===== src/logic/pas_adc_map.svh =====
// Constant map for the pipelined converter sample path
`ifndef PAS_ADC_MAP_SVH
`define PAS_ADC_MAP_SVH
`define PAS_WORD_W 11
`define PAS_SUM_W 12
`define PAS_CODE_W 2
`define PAS_NUM_STAGES 10
`define PAS_FLASH_IDX 10
`define PAS_CODES_W 22
`define PAS_STEPS 12
`define PAS_LATENCY_CYC 6
`define PAS_FIFO_DEPTH 8
`define PAS_CNT_W 16
`define PAS_WORD_RST 11'h000
`define PAS_WORD_MAX 11'h3FF
`define PAS_WORD_MIN 11'h400
`define PAS_SUM_MAX 12'sh3FF
`define PAS_SUM_MIN -12'sh400
`endif


===== src/logic/pas_pkg.sv =====
// Shared types for the pipelined converter sample path
`include "pas_adc_map.svh"
package pas_pkg;
  typedef logic [`PAS_WORD_W-1:0] pas_word_t;     // Two's complement output word
  typedef logic [`PAS_CODES_W-1:0] pas_codes_t;   // Ten stage codes plus flash code
  typedef logic signed [`PAS_SUM_W-1:0] pas_sum_t; // Partial combined result
  typedef logic [`PAS_CNT_W-1:0] pas_cnt_t;       // Clock period counter
endpackage


===== src/logic/pas_fifo.sv =====
// Parameterised synchronous FIFO with valid and ready on both sides
module pas_fifo #(
  parameter int WIDTH = 11,
  parameter int DEPTH = 8
) (
  input wire logic clk,
  input wire logic rst,
  input wire logic flush,
  input wire logic inValid,
  output logic inReady,
  input wire logic [WIDTH-1:0] inData,
  output logic outValid,
  input wire logic outReady,
  output logic [WIDTH-1:0] outData
);
  localparam int AW = (DEPTH > 1) ? $clog2(DEPTH) : 1;
  localparam logic [AW:0] FULL_CNT = (AW+1)'(DEPTH);
  localparam logic [AW-1:0] LAST_PTR = AW'(DEPTH - 1);

  logic [WIDTH-1:0] mem [DEPTH]; // Word storage
  logic [AW-1:0] wrPtr_r, wrPtr_nxt;
  logic [AW-1:0] rdPtr_r, rdPtr_nxt;
  logic [AW:0] count_r, count_nxt;
  logic push;
  logic pop;

  // Honest flags straight from the occupancy count
  assign inReady = (count_r != FULL_CNT);
  assign outValid = (count_r != '0);
  assign outData = mem[rdPtr_r];
  assign push = inValid && inReady;
  assign pop = outValid && outReady;

  // Next pointers and occupancy
  always_comb begin
    wrPtr_nxt = wrPtr_r;
    rdPtr_nxt = rdPtr_r;
    count_nxt = count_r;
    if (flush) begin
      wrPtr_nxt = '0;
      rdPtr_nxt = '0;
      count_nxt = '0;
    end else begin
      if (push) begin
        wrPtr_nxt = (wrPtr_r == LAST_PTR) ? '0 : wrPtr_r + 1'b1;
      end
      if (pop) begin
        rdPtr_nxt = (rdPtr_r == LAST_PTR) ? '0 : rdPtr_r + 1'b1;
      end
      if (push && !pop) begin
        count_nxt = count_r + 1'b1;
      end else if (pop && !push) begin
        count_nxt = count_r - 1'b1;
      end
    end
  end

  // Register state; storage written on accepted pushes
  always_ff @(posedge clk) begin
    if (rst) begin
      wrPtr_r <= '0;
      rdPtr_r <= '0;
      count_r <= '0;
    end else begin
      wrPtr_r <= wrPtr_nxt;
      rdPtr_r <= rdPtr_nxt;
      count_r <= count_nxt;
    end
    if (push && !flush) begin
      mem[wrPtr_r] <= inData;
    end
  end
endmodule // pas_fifo


===== src/logic/pas_adc_top.sv =====
// Digital side of the pipelined converter: stage combine, latency pipeline, output
// Functional notes
// 11-bit word, top line is MSB
// Word appears six conversion cycles after sampling
// Pipeline advances on both conversion clock edges
// Ten 1.5-bit stages plus flash combined
// Duty cycle correction on when input high
// Power-down input high stops conversion
// Reference select high chooses external reference
// Output words are two's complement
// Capture ignores words during power-down and refill
`include "pas_adc_map.svh"
module pas_adc_top (
  input wire logic sys_clk,
  input wire logic sys_rst,
  input wire logic convClkPin,
  input wire pas_pkg::pas_codes_t stageCodesPin,
  input wire logic powerDownPin,
  input wire logic dutyCycleAdjustEn,
  input wire logic refSelectPin,
  input wire logic captureReady,
  output pas_pkg::pas_word_t sampleDataBus,
  output logic sampleValid,
  output logic overrun,
  output logic poweredDown,
  output logic dcaActive,
  output logic refExternal
);
  import pas_pkg::*;

  // Two-flop synchronisers for every pin except captureReady; a third clock flop for edges
  logic clkS1_r, clkS2_r, clkS3_r;
  pas_codes_t codeS1_r, codeS2_r;
  logic [2:0] strapS1_r, strapS2_r; // Power-down, duty adjust, reference select
  logic pdOn;
  logic dcaOn;
  logic riseEvt;
  logic fallEvt;
  logic halfEvt;

  // Duty cycle correction timing
  pas_cnt_t sinceRise_r, sinceRise_nxt;
  pas_cnt_t halfPer_r, halfPer_nxt;

  // Half-step pipeline entries; entry s holds the sum of codes 0..s-1
  logic [`PAS_STEPS-1:0] stepValid_r, stepValid_nxt;
  pas_sum_t stepSum_r [`PAS_STEPS];
  pas_sum_t stepSum_nxt [`PAS_STEPS];
  pas_codes_t stepCodes_r [`PAS_STEPS];
  pas_codes_t stepCodes_nxt [`PAS_STEPS];

  // FIFO link and output stage
  logic pushValid;
  pas_word_t pushWord;
  logic fifoInReady;
  logic fifoOutValid;
  pas_word_t fifoOutData;
  logic fifoPop;
  pas_word_t dataOut_r, dataOut_nxt;
  logic validOut_r, validOut_nxt;
  logic overrun_r, overrun_nxt;
  logic [2:0] strapOut_r;

  // Weight of one resolved code: stage codes 0..2 mean -1..+1, flash 0..3 means -2..+1
  function automatic pas_sum_t stepWeight(input logic [3:0] idx, input logic [1:0] code);
    pas_sum_t d;
    d = pas_sum_t'(code);
    if (idx == 4'(`PAS_FLASH_IDX)) begin
      d = d - 12'sd2;
    end else begin
      d = (d - 12'sd1) <<< (4'd9 - idx);
    end
    return d;
  endfunction

  // Clip the redundant range into the signed output word
  function automatic pas_word_t clipWord(input pas_sum_t s);
    pas_word_t w;
    if (s > `PAS_SUM_MAX) begin
      w = `PAS_WORD_MAX;
    end else if (s < `PAS_SUM_MIN) begin
      w = `PAS_WORD_MIN;
    end else begin
      w = s[`PAS_WORD_W-1:0];
    end
    return w;
  endfunction

  // Synchroniser and edge-history flops
  // Clock history keeps tracking the pin through reset, so a clock that is high
  // when reset ends is not mistaken for a fresh rising edge
  always_ff @(posedge sys_clk) begin
    clkS1_r <= convClkPin;
    clkS2_r <= clkS1_r;
    clkS3_r <= clkS2_r;
    if (sys_rst) begin
      codeS1_r <= '0;
      codeS2_r <= '0;
      strapS1_r <= 3'h0;
      strapS2_r <= 3'h0;
    end else begin
      codeS1_r <= stageCodesPin;
      codeS2_r <= codeS1_r;
      strapS1_r <= {refSelectPin, dutyCycleAdjustEn, powerDownPin};
      strapS2_r <= strapS1_r;
    end
  end

  assign pdOn = strapS2_r[0];
  assign dcaOn = strapS2_r[1];
  assign riseEvt = clkS2_r && !clkS3_r;
  // With correction on, the second half-step sits at mid-period, not on the raw edge
  assign fallEvt = dcaOn ? ((halfPer_r != '0) && (sinceRise_r == halfPer_r))
                         : (!clkS2_r && clkS3_r);
  assign halfEvt = riseEvt || fallEvt;

  // Period measurement for duty cycle correction
  always_comb begin
    sinceRise_nxt = (sinceRise_r == '1) ? sinceRise_r : sinceRise_r + 1'b1;
    halfPer_nxt = halfPer_r;
    if (riseEvt) begin
      sinceRise_nxt = 16'h0001;
      halfPer_nxt = sinceRise_r >> 1;
    end
  end

  always_ff @(posedge sys_clk) begin
    if (sys_rst) begin
      sinceRise_r <= 16'h0000;
      halfPer_r <= 16'h0000;
    end else begin
      sinceRise_r <= sinceRise_nxt;
      halfPer_r <= halfPer_nxt;
    end
  end

  // Shift one half-step per clock edge, resolving one code per step
  always_comb begin
    stepValid_nxt = stepValid_r;
    stepSum_nxt = stepSum_r;
    stepCodes_nxt = stepCodes_r;
    if (pdOn) begin
      stepValid_nxt = '0;
    end else if (halfEvt) begin
      for (int s = `PAS_STEPS - 1; s > 0; s--) begin
        stepValid_nxt[s] = stepValid_r[s-1];
        stepCodes_nxt[s] = stepCodes_r[s-1];
        stepSum_nxt[s] = stepSum_r[s-1]
          + stepWeight(4'(s - 1), stepCodes_r[s-1][2*(s-1) +: `PAS_CODE_W]);
      end
      stepValid_nxt[0] = riseEvt; // New sample only on the rising edge
      stepSum_nxt[0] = '0;
      stepCodes_nxt[0] = codeS2_r;
    end
  end

  always_ff @(posedge sys_clk) begin
    if (sys_rst) begin
      stepValid_r <= '0;
      for (int s = 0; s < `PAS_STEPS; s++) begin
        stepSum_r[s] <= '0;
        stepCodes_r[s] <= '0;
      end
    end else begin
      stepValid_r <= stepValid_nxt;
      stepSum_r <= stepSum_nxt;
      stepCodes_r <= stepCodes_nxt;
    end
  end

  // Twelfth half-step after sampling lands on the sixth rising edge
  assign pushValid = halfEvt && stepValid_r[`PAS_STEPS-1] && !pdOn;
  assign pushWord = clipWord(stepSum_r[`PAS_STEPS-1]);

  pas_fifo #(
    .WIDTH(`PAS_WORD_W),
    .DEPTH(`PAS_FIFO_DEPTH)
  ) u_fifo (
    .clk(sys_clk),
    .rst(sys_rst),
    .flush(pdOn),
    .inValid(pushValid),
    .inReady(fifoInReady),
    .inData(pushWord),
    .outValid(fifoOutValid),
    .outReady(fifoPop),
    .outData(fifoOutData)
  );

  // Output stage refills when empty or when capture takes the word
  assign fifoPop = !pdOn && (!validOut_r || captureReady);

  always_comb begin
    dataOut_nxt = dataOut_r;
    validOut_nxt = validOut_r;
    overrun_nxt = overrun_r;
    if (pdOn) begin
      dataOut_nxt = `PAS_WORD_RST;
      validOut_nxt = 1'b0;
    end else if (fifoPop) begin
      validOut_nxt = fifoOutValid;
      if (fifoOutValid) begin
        dataOut_nxt = fifoOutData;
      end
    end
    // A converter cannot wait, so a full buffer loses the word and flags it
    if (pushValid && !fifoInReady) begin
      overrun_nxt = 1'b1;
    end
  end

  always_ff @(posedge sys_clk) begin
    if (sys_rst) begin
      dataOut_r <= `PAS_WORD_RST;
      validOut_r <= 1'b0;
      overrun_r <= 1'b0;
      strapOut_r <= 3'h0;
    end else begin
      dataOut_r <= dataOut_nxt;
      validOut_r <= validOut_nxt;
      overrun_r <= overrun_nxt;
      strapOut_r <= strapS2_r;
    end
  end

  assign sampleDataBus = dataOut_r;
  assign sampleValid = validOut_r;
  assign overrun = overrun_r;
  assign poweredDown = strapOut_r[0];
  assign dcaActive = strapOut_r[1];
  assign refExternal = strapOut_r[2];
endmodule // pas_adc_top


===== config.mk =====
export PLATFORM = sky130hd
export DESIGN_NAME = pas_adc_top
export DESIGN_NICKNAME = d
export VERILOG_FILES = /design/src/logic/pas_pkg.sv /design/src/logic/pas_fifo.sv /design/src/logic/pas_adc_top.sv
export VERILOG_INCLUDE_DIRS = /design/src /design/src/logic
export SDC_FILE = /design/constraint.sdc
export NUM_CORES = 1
export LEC_CHECK = 0
export ABC_AREA = 1
export BUFFER_PORTS_ARGS = -buffer_cell sky130_fd_sc_hd__buf_2
export CORE_AREA = 2 2 176 178
export CTS_CLUSTER_DIAMETER = 60
export CTS_CLUSTER_SIZE = 14
export DETAILED_ROUTE_END_ITERATION = 10
export DIE_AREA = 0 0 178 180
export HOLD_SLACK_MARGIN = 0.05
export PLACE_DENSITY = 0.86
export REMOVE_ABC_BUFFERS = 1
export SYNTH_ARGS = -nofsm -noshare
export SYNTH_HDL_FRONTEND = slang
export SYNTH_SLANG_ARGS = --single-unit

===== constraint.sdc =====
create_clock -name sys_clk -period 6.5 [get_ports sys_clk]
set_input_delay 0.325 -clock sys_clk [delete_from_list [all_inputs] [get_ports sys_clk]]
set_output_delay 0.325 -clock sys_clk [all_outputs]
set_load 0.05 [all_outputs]

## After elaboration in Yosys (flattened, before gate mapping)

Memory sizes are Yosys's and may differ from the RTL's. A register that Yosys moved wholly into a read port is not among the register bits.
Cells that the tools add are included.

| storage, ports and cells | value |
|---|---|
| flip-flop bits (word level) | 485 |
| RAM bits | 88 |
| input bits | 29 |
| output and inout bits | 16 |
| memories | 1 |

Memories:

| name | depth | bits a word | read ports | clocked after memory_dff | write ports | RTL line | text |
|---|---|---|---|---|---|---|---|
| u_fifo.mem | 8 | 11 | 1 | 1 | 1 | pas_fifo.sv:20 | `logic [WIDTH-1:0] mem [DEPTH];` |

| operators by class | value |
|---|---|
| add/subtract/negate cells | 26 |
| magnitude comparators | 2 |
| equal/unequal tests | 6 |
| muxes and demuxes | 33 |
| bitwise logic cells | 1 |
| reduce and logical (&&, ||, !) cells | 28 |

Operators with widths:

| operator | count |
|---|---|
| $mux 12 | 22 |
| $add 12x12->12 | 10 |
| $sub 2x1->3 const B | 10 |
| $mux 11 | 2 |
| $add 16x1->16 const B | 1 |
| $eq 16x15->1 | 1 |
| $eq 16x16->1 const B | 1 |
| $reduce_bool 16->1 | 1 |
| $gt 12x11->1 const B | 1 |
| $logic_and 1x1->1 | 12 |
| $lt 12x11->1 const B | 1 |
| $mux 4 | 2 |
| $logic_not 1->1 | 7 |
| $add 3x1->3 const B | 2 |
| $eq 3x3->1 const B | 2 |
| $mux 3 | 2 |
| $mux 1 | 5 |
| $add 4x1->4 const B | 1 |
| $ne 4x4->1 const B | 1 |
| $reduce_and 2->1 | 2 |
| $reduce_bool 4->1 | 1 |
| $reduce_or 2->1 | 2 |
| $sub 4x1->4 const B | 1 |
| $sub 2x2->3 const B | 1 |
| 4 further kinds | 5 |

## Depth between registers and ports, before layout

Gate-level depths: netlist of the first run.

| depth | value |
|---|---|
| depth after elaboration | 11 |
| depth in mapped cells | 20 |
| depth with buffers taken out | 20 |

## Modules after synthesis

From an unflattened synthesis of the first run, not the netlist that was laid out.

| second synthesis, totals | value |
|---|---|
| cells, all modules | 2451 |
| area, all modules | 19165.9 um^2 |

Modules (own cells, without submodules):

| module | times used | cells an instance | area each (um^2) | seq. area each (um^2) |
|---|---|---|---|---|
| pas_adc_top | 1 | 2060 | 14911.8 | 6626.4 |
| pas_fifo | 1 | 391 | 4254.1 | 2902.8 |

## Least setup slack after synthesis of the first run

Ideal clock, no wire load.

| timing path | value |
|---|---|
| path type | register to register |
| start point | register validOut_r (netlist: sampleValid) |
| end point | register u_fifo.count_r[3] |
| data arrival time | 2726 ps |
| required time | 6381 ps |
| slack | 3654 ps |
| cell stages (with the launch flop) | 15 |
| path buffers | 1 |
| clock period less this slack | 2846 ps |
| cell sequence | dfxtp_1 > a21oi_1 > and2_0 > inv_2 > clkbuf_1 > ha_1 > inv_1 > ha_1 > and3_1 > a211oi_1 > nor2_1 > nor2_1 > nand2_1 > o21ai_0 > a21oi_1 |

| between the ends | value |
|---|---|
| cells in the longest elaborated chain, start to end | 7 |

Ends and longest elaborated chain:

| element | RTL line | text |
|---|---|---|
| start: declaration | pas_adc_top.sv:60 | `logic validOut_r, validOut_nxt;` |
| start signal: assignment | pas_adc_top.sv:220 | `validOut_r <= validOut_nxt;` |
| $logic_not 1->1 (*) | pas_adc_top.sv:191 | `assign fifoPop = !pdOn && (!validOut_r \|\| captureReady);` |
| $logic_or 1x1->1 (*) | pas_adc_top.sv:191 |  |
| $logic_and 1x1->1 (*) | pas_adc_top.sv:191 |  |
| $logic_and 1x1->1 (*) | pas_fifo.sv:32 | `assign pop = outValid && outReady;` |
| $logic_not 1->1 | pas_fifo.sv:50 | `if (push && !pop) begin` |
| $logic_and 1x1->1 | pas_fifo.sv:50 |  |
| $mux 4 or $reduce_bool 2->1 (tied branches) | -- |  |
| end signal: assignment | pas_fifo.sv:67 | `count_r <= count_nxt;` |
| end: declaration | pas_fifo.sv:23 | `logic [AW:0] count_r, count_nxt;` |

Every way passes the cells marked *; elsewhere a longest branch is shown, timed or not.
A chain may end at the register's enable or synchronous reset.

## Worst setup path in the final report of the first run

| timing path | value |
|---|---|
| start point | register sinceRise_r[0] |
| end point | register u_fifo.count_r[3] |

| between the ends | value |
|---|---|
| cells in the longest elaborated chain, start to end | 10 |

Ends and longest elaborated chain:

| element | RTL line | text |
|---|---|---|
| start: declaration | pas_adc_top.sv:42 | `pas_cnt_t sinceRise_r, sinceRise_nxt;` |
| start signal: assignment | pas_adc_top.sv:132 | `sinceRise_r <= sinceRise_nxt;` |
| $eq 16x15->1 (*) | pas_adc_top.sv:113 | `assign fallEvt = dcaOn ? ((halfPer_r != '0) && (sinceRise_r == halfPer_r))` |
| $logic_and 1x1->1 (*) | pas_adc_top.sv:113 |  |
| $mux 1 (*) | pas_adc_top.sv:113 |  |
| $logic_or 1x1->1 (*) | pas_adc_top.sv:115 | `assign halfEvt = riseEvt \|\| fallEvt;` |
| $logic_and 1x1->1 (*) (2 in a row) | pas_adc_top.sv:172 | `` assign pushValid = halfEvt && stepValid_r[`PAS_STEPS-1] && !pdOn; `` |
| $logic_and 1x1->1 (*) | pas_fifo.sv:31 | `assign push = inValid && inReady;` |
| net u_fifo.push | pas_fifo.sv:24 | `logic push;` |
| $logic_not 1->1 | pas_fifo.sv:52 | `end else if (pop && !push) begin` |
| $logic_and 1x1->1 | pas_fifo.sv:52 |  |
| $reduce_bool 2->1 (no source line) | -- |  |

Mark *: on every way through the listed nets, which the timed path passes. The rest lies on a longest branch.

==> results of run 1 <==
[sequential cells by signal, summed over array words and instances, names as in the netlist, 4 cells and up]
name,flops
codeS1_r,22
codeS2_r,22
halfPer_r,15
sampleDataBus,11
sinceRise_r,16
stepCodes_r,132
stepSum_r,87
stepValid_r,12
u_fifo.count_r,4
u_fifo.mem,88
[metal layers]
layer	GRT usage	routed length, microns	share of wire
met1	0.278	15400	0.44
met2	0.366	16700	0.48
met3	0.0288	1630	0.047
met4	0.0718	910	0.026
met5	0	0	0
[cell usage after synthesis]
library cell	count
xor2_1	39
a21oi_4	1
buf_1	5
a21o_1	2
ha_1	82
a21boi_0	2
o21ai_0	310
o32ai_1	11
a211oi_1	2
nand3_2	1
o31ai_1	1
clkinv_1	2
clkbuf_1	66
and3_1	1
buf_2	12
o211ai_1	13
and2_0	1
nand3b_1	1
nor2_1	420
nand4_1	14
clkbuf_2	8
buf_6	2
o21bai_1	7
mux2i_1	11
inv_2	3
edfxtp_1	88
dfxtp_1	341
nor3_1	8
fa_1	11
inv_1	192
a31oi_1	2
o2111ai_1	2
nand2_1	157
nand3_1	31
o221ai_1	11
nor4_1	2
buf_4	13
xnor2_1	28
and2_1	1
a21oi_1	198
nand2_2	2
[final timing paths]
check | depth (start not counted) | end | slack [ns] | start
max | 20 | u_fifo.count_r[3] | 2.86 | sinceRise_r[0]
min | 2 | codeS1_r[21] | 0.17 | sys_rst
min reg2reg | 0 | clkS2_r | 0.34 | clkS1_r
max reg2reg | 20 | u_fifo.count_r[3] | 2.86 | sinceRise_r[0]
[layout make-up]
cell class | count | area [sq um] | area share
clock buffer | 52 | 1080 | 0.0542
clock inverter | 5 | 63.8 | 0.00322
inverter | 197 | 742 | 0.0374
multi-input combinational | 1372 | 7440 | 0.375
sequential | 429 | 9470 | 0.477
tap | 396 | 495 | 0.0250
timing repair buffer | 77 | 558 | 0.0281
[through the flow]
step | setup slack (ns) | util | hold slack (ns) | cell area [sq um]
floorplan | 1.54 | - | 0.310 | 17600
global placement | 3.32 | 0.611 | 0.335 | 18400
detailed placement | 3.01 | 0.611 | 0.339 | 18400
CTS | 2.97 | 0.657 | 0.165 | 19800
global route | 2.54 | 0.657 | 0.179 | 19800
finish | 2.86 | 0.657 | 0.172 | 19800
[logic make-up (layout without fill, tap and decap cells)]
group                      Yosys count  count (layout)  synth area share
and+or+nand+nor                    639             639             0.138
AOI/OAI and AO/OA                  562             562             0.165
DFF                                429             429             0.522
buffers and inverters              303             331            0.0676
adders and majority gates           93              93            0.0687
xor gates and xnor gates            67              67            0.0324
muxes                               11              11           0.00607
[power breakdown]
part           switching (W)  total [W]  internal (W)  leakage [nW]
registers           0.000135    0.00313       0.00300          3.62
logic                0.00115    0.00177      0.000618          4.07
clock network       0.000935    0.00213       0.00119         0.553
==> key figures, run 1 <==
Power
  • Total power: 0.00703 W
  • Static leakage: 8.24 nW
  • Power density cells: 354 nW/um^2
  • Max IR drop VDD: 0.000263 V

Min path
  • Min-delay worst type: input pin to flop

Timing
  • Max_slew headroom: 0.238
  • Upper clock frequency limit: 275 MHz
  • Clock skew: 0.0202 ns
  • Finish-stage setup viols: 0
  • Final Hold Fails: 0
  • Part of the cycle the worst path needs: 0.559
  • Tightest Pin Transition: 1.14 ns
  • Setup TNS: 0 ns
  • Minimum clock period: 3.64 ns
  • RSZ-0062 raised after global routing: no
  • Slew Limit Fails: 0

Clocking
  • # hold bufs at CTS: 26
  • Clock Sinks: 429
  • Post-CTS Setup Repair Bufs: 0
  • CTS clk-pin slew, worst paths: 0.06 ns
  • Root Buffer Master: clkbuf_16
  • Num CTS Buffers: 38
  • Resize count post-CTS: 0
  • Clk_lat worst skew: 0.52 ns
  • Clk buf depth: 3
  • Htree depth: 2
  • CTS tree: yes

Synth
  • Synth area leader: dfxtp_1
  • Synthesized instance count: 2104
  • Number of synthesis warnings: 0
  • Top cell type's share of synthesized area: 0.376
  • Area of the mapped netlist: 18100 sq um
  • Post-synth cell types: 41
  • Flip-flop and latch count after synthesis: 429
  • Area contributors post-synth: dfxtp_1 (38%), edfxtp_1 (15%), nor2_1 (8.7%)
  • Synthesized area per cell: 8.62 sq um
  • Register area share after synthesis: 0.522

Placement
  • Placed cell count: 2445
  • HPWL after DPL: 21.2 mm
  • Port Buffers: 44
  • Gpl congestion: 0.868

Die
  • Ports: 45
  • Num rows: 64
  • Die H: 180 microns
  • Full die area: 32000 sq um
  • Initial Util: 0.601
  • Die extent in x: 178 microns
  • Core Area: 30200 sq um

Final layout
  • # nets final: 2237
  • Most common cell after layout, fill and taps aside: nor2_1
  • Final std cells w/o fill: 2528
  • Layout cells sized above 1: 0.0502
  • # fillers: 2329
  • Syn-to-layout area delta: 9.45%
  • Most frequent cells in the layout: nor2_1 (420), dfxtp_1 (341), o21ai_0 (310)
  • # diodes: 0

Setup path
  • Critical path arrival: 4.04 ns
  • Setup CP Type: flop to flop
  • CP max FO: 14
  • Top cell family by delay on the critical path: simple AND/OR/NAND/NOR gates
  • Worst path bufs/invs: 3
  • Worst Setup End Kind: flop
  • Max stage delay on crit path: 0.43 ns
  • Crit path cell chain: inv_1 > nand2_1 > nand2_1 > nor2_1 > nand2_1 > nor2_1 > nand3_2 > nand2_2 > nand4_1 > inv_1 > ha_1 > inv_1 > ha_1 > and3_1 > a211oi_1 > nor2_1 > nor2_1 > nand2_1 > o21ai_0 > a21oi_1
  • CP required: 6.90 ns
  • CP max-delay cell: dfxtp_1
  • Crit start category: flop

Global routing
  • Gr usage total: 0.214
  • First-pass GRT wire length: 57.8 mm
  • Initial antenna violation count: 0
  • Largest net degree at the start of global routing: 262
  • Vias in the first global route: 12810
  • Grt ovf: 0

Routing
  • Via Count: 13737
  • Routed Antenna Nets: 0
  • Routed WL: 34.6 mm
  • Avg WL per Cell: 13.7 microns
  • DRT Pass-1 Iters: 5
  • Vias/cell: 5.43
  • DRC viols: 0
  • 1st-iter DRT viols: 1049

Flow run
  • Total of max-cap violations: 0

Outcome
  • Outcome: finished, final reports clean
(Power assumes the default switching activity.)
==> run 2, diff against run 1 <==
--- a/config.mk
+++ b/config.mk
@@ -8,13 +8,13 @@
 export LEC_CHECK = 0
 export ABC_AREA = 1
 export BUFFER_PORTS_ARGS = -buffer_cell sky130_fd_sc_hd__buf_2
-export CORE_AREA = 2 2 176 178
+export CORE_AREA = 2 2 183 185
 export CTS_CLUSTER_DIAMETER = 60
 export CTS_CLUSTER_SIZE = 14
 export DETAILED_ROUTE_END_ITERATION = 10
-export DIE_AREA = 0 0 178 180
+export DIE_AREA = 0 0 185 187
 export HOLD_SLACK_MARGIN = 0.05
-export PLACE_DENSITY = 0.86
+export PLACE_DENSITY = 0.84
 export REMOVE_ABC_BUFFERS = 1
 export SYNTH_ARGS = -nofsm -noshare
 export SYNTH_HDL_FRONTEND = slang
==> constraint.sdc (replaced) <==
create_clock -name sys_clk -period 3.1 [get_ports sys_clk]
set_input_delay 0.155 -clock sys_clk [delete_from_list [all_inputs] [get_ports sys_clk]]
set_output_delay 0.155 -clock sys_clk [all_outputs]
set_load 0.05 [all_outputs]
==> key figures, run 2 (synthesized netlist as in run 1, its figures left out) <==
Routing
  • 1st-iter DRT viols: 887 (-15%)
  • Routed Antenna Nets: 0 (unchanged)
  • DRC viols: 0 (unchanged)
  • Avg WL per Cell: 13.4 microns (-2.3%)
  • Routed WL: 34.9 mm (+0.71%)
  • Via Count: 13726 (-0.080%)
  • Vias/cell: 5.27 (-3.1%)
  • DRT Pass-1 Iters: 5 (unchanged)

Final layout
  • # nets final: 2262 (+1.1%)
  • FF+latch area: 9480 sq um (+0.11%)
  • # fillers: 2772 (+19%)
  • Syn-to-layout area delta: 11.2%
  • Layout cells sized above 1: 0.0667 (+0.0165)
  • Largest registers: stepCodes_r (132), u_fifo.mem (88), stepSum_r (87)
  • Largest register FFs: 132 (unchanged)
  • Final Core Density: 0.614 (-0.0437)
  • # diodes: 0 (unchanged)
  • Most common cell after layout, fill and taps aside: nor2_1
  • Final std cells w/o fill: 2606 (+3.1%)
  • Reg with most FFs: stepCodes_r
  • Multi-input combinational cell area: 7470 sq um (+0.37%)
  • Most frequent cells in the layout: nor2_1 (419), dfxtp_1 (333), o21ai_0 (310)

Clocking
  • Num CTS Buffers: 38 (unchanged)
  • Clk buf depth: 3 (unchanged)
  • Clock Sinks: 429 (unchanged)
  • Clk_lat worst skew: 0.54 ns (+0.02 ns)
  • CTS tree: yes
  • Htree depth: 2 (unchanged)
  • CTS clk-pin slew, worst paths: 0.06 ns (about the same)
  • Root Buffer Master: clkbuf_16

Timing
  • Tightest Pin Transition: 0.977 ns (-0.165 ns)
  • Final worst setup slack: 0.183 ns (-2.68 ns)
  • Clock skew: 0.0179 ns (-0.00232 ns)
  • Minimum clock period: 2.92 ns (-0.719 ns)
  • Upper clock frequency limit: 343 MHz (+25%)
  • Part of the cycle the worst path needs: 0.941 (+0.382)
  • Final Hold Fails: 0 (unchanged)
  • Max_slew headroom: 0.348 (+0.109)
  • Setup TNS: 0 ns (unchanged)
  • Finish-stage setup viols: 0 (unchanged)
  • Slew Limit Fails: 0 (unchanged)

Setup path
  • Top cell family by delay on the critical path: simple AND/OR/NAND/NOR gates
  • CP most frequent cell: nand2_1
  • Critical path arrival: 3.33 ns (-0.71 ns)
  • CP required: 3.52 ns (-3.38 ns)
  • Crit path cell chain: inv_1 > nand2_1 > nand2_1 > nor2_1 > nand2_1 > nor2_2 > nand3_2 > nand2_4 > nand4_1 > inv_2 > ha_2 > inv_1 > ha_1 > and3_1 > a211oi_2 > nor2_1 > nor2_1 > nand2_1 > o21ai_0 > a21oi_1
  • Worst path bufs/invs: 3 (unchanged)
  • Worst Setup End Kind: flop
  • Crit start category: flop
  • CP max-delay cell: dfxtp_1
  • CP max FO: 7 (-7)
  • Setup CP Type: flop to flop
  • Max stage delay on crit path: 0.40 ns (-0.03 ns)

Global routing
  • Initial antenna violation count: 0 (unchanged)
  • First-pass GRT wire length: 58.8 mm (+1.7%)
  • Vias in the first global route: 12879 (+0.54%)
  • Largest net degree at the start of global routing: 139 (-47%)
  • Grt ovf: 0 (unchanged)
  • Gr usage total: 0.202 (-0.0123)

Placement
  • Post-place setup slack: 0.0201 ns (-2.99 ns)
  • Placed cell count: 2520 (+3.1%)
  • Port Buffers: 44 (unchanged)
  • HPWL after DPL: 21.9 mm (+3.3%)
  • Gpl congestion: 0.844 (-2.7%)

Die
  • Num rows: 67 (+4.7%)
  • Core Area: 32900 sq um (+8.9%)
  • Die H: 187 microns (+3.9%)
  • Full die area: 34600 sq um (+8.0%)
  • Die extent in x: 185 microns (+3.9%)
  • Initial Util: 0.552 (-0.0488)
  • Ports: 45 (unchanged)

Min path
  • Min-delay worst type: input pin to flop

Flow run
  • Total of max-cap violations: 0 (unchanged)

Power
  • Static leakage: 8.37 nW (+1.7%)
  • Power density cells: 732 nW/um^2 (+110%)
  • Max IR drop VDD: 0.000694 V (+160%)

Outcome
  • Outcome: finished, final reports clean
==> run 2: what timing repair did <==
action	4_1_cts	5_1_grt
endpoints found under the setup margin	1	1
hold endpoints to repair	27	0
gates resized for setup	1	13
setup buffers	0	1
pin swaps	0	3
hold buffers	27	0
==> run 2: worst register-to-register path: stages (launching register included) <==
cell	delay [ns]
dfxtp_1	0.40
inv_1	0.12
nand2_1	0.08
nand2_1	0.05
nor2_1	0.07
nand2_1	0.07
nor2_2	0.11
nand3_2	0.11
nand2_4	0.11
nand4_1	0.12
inv_2	0.10
ha_2	0.18
inv_1	0.11
ha_1	0.29
and3_1	0.19
a211oi_2	0.25
nor2_1	0.06
nor2_1	0.08
nand2_1	0.07
o21ai_0	0.16
a21oi_1	0.07
==> run 2: final cells by class <==
type,instances,share of cell area
flip-flops and latches,429,0.470
well taps,448,0.0278
multi-input cells,1372,0.370
inverters,197,0.0368
clock inverters,7,0.00441
repair buffers,102,0.0390
clock buffers,51,0.0516
==> run 2: worst paths after layout <==
check                       to  slack [ns]            from  cells after the start
max          u_fifo.count_r[3]        0.18  sinceRise_r[7]                     20
min               codeS1_r[20]        0.07         sys_rst                      2
max reg2reg  u_fifo.count_r[3]        0.18  sinceRise_r[7]                     20
min reg2reg            clkS3_r        0.36         clkS2_r                      0
==> run 2: where the power goes <==
| part | total (W) | switching (W) | internal, W | leakage, nW |
|---|---|---|---|---|
| combinational | 0.00372 | 0.00238 | 0.00134 | 4.21 |
| sequential | 0.00658 | 0.000297 | 0.00629 | 3.62 |
| clock | 0.00445 | 0.00201 | 0.00245 | 0.548 |
| total | 0.0148 | 0.00468 | 0.0101 | 8.37 |
==> run 2: metrics by stage <==
stage	instance area [sq um]	total power [W]	hold slack, ns
6_report	20200	0.0148	0.0704
5_1_grt	20200	0.0156	0.0604
4_1_cts	20100	0.0148	0.0600
3_5_place_dp	18700	0.0103	0.267
3_3_place_gp	18700	0.0102	0.259
2_1_floorplan	17600	0.00943	0.183
==> run 2: layer usage <==
metal | share of wire | wire length, microns | track usage
met5 | 0 | 0 | 0
met4 | 0.021 | 748 | 0.0592
met3 | 0.053 | 1870 | 0.0335
met2 | 0.49 | 17000 | 0.350
met1 | 0.44 | 15300 | 0.258
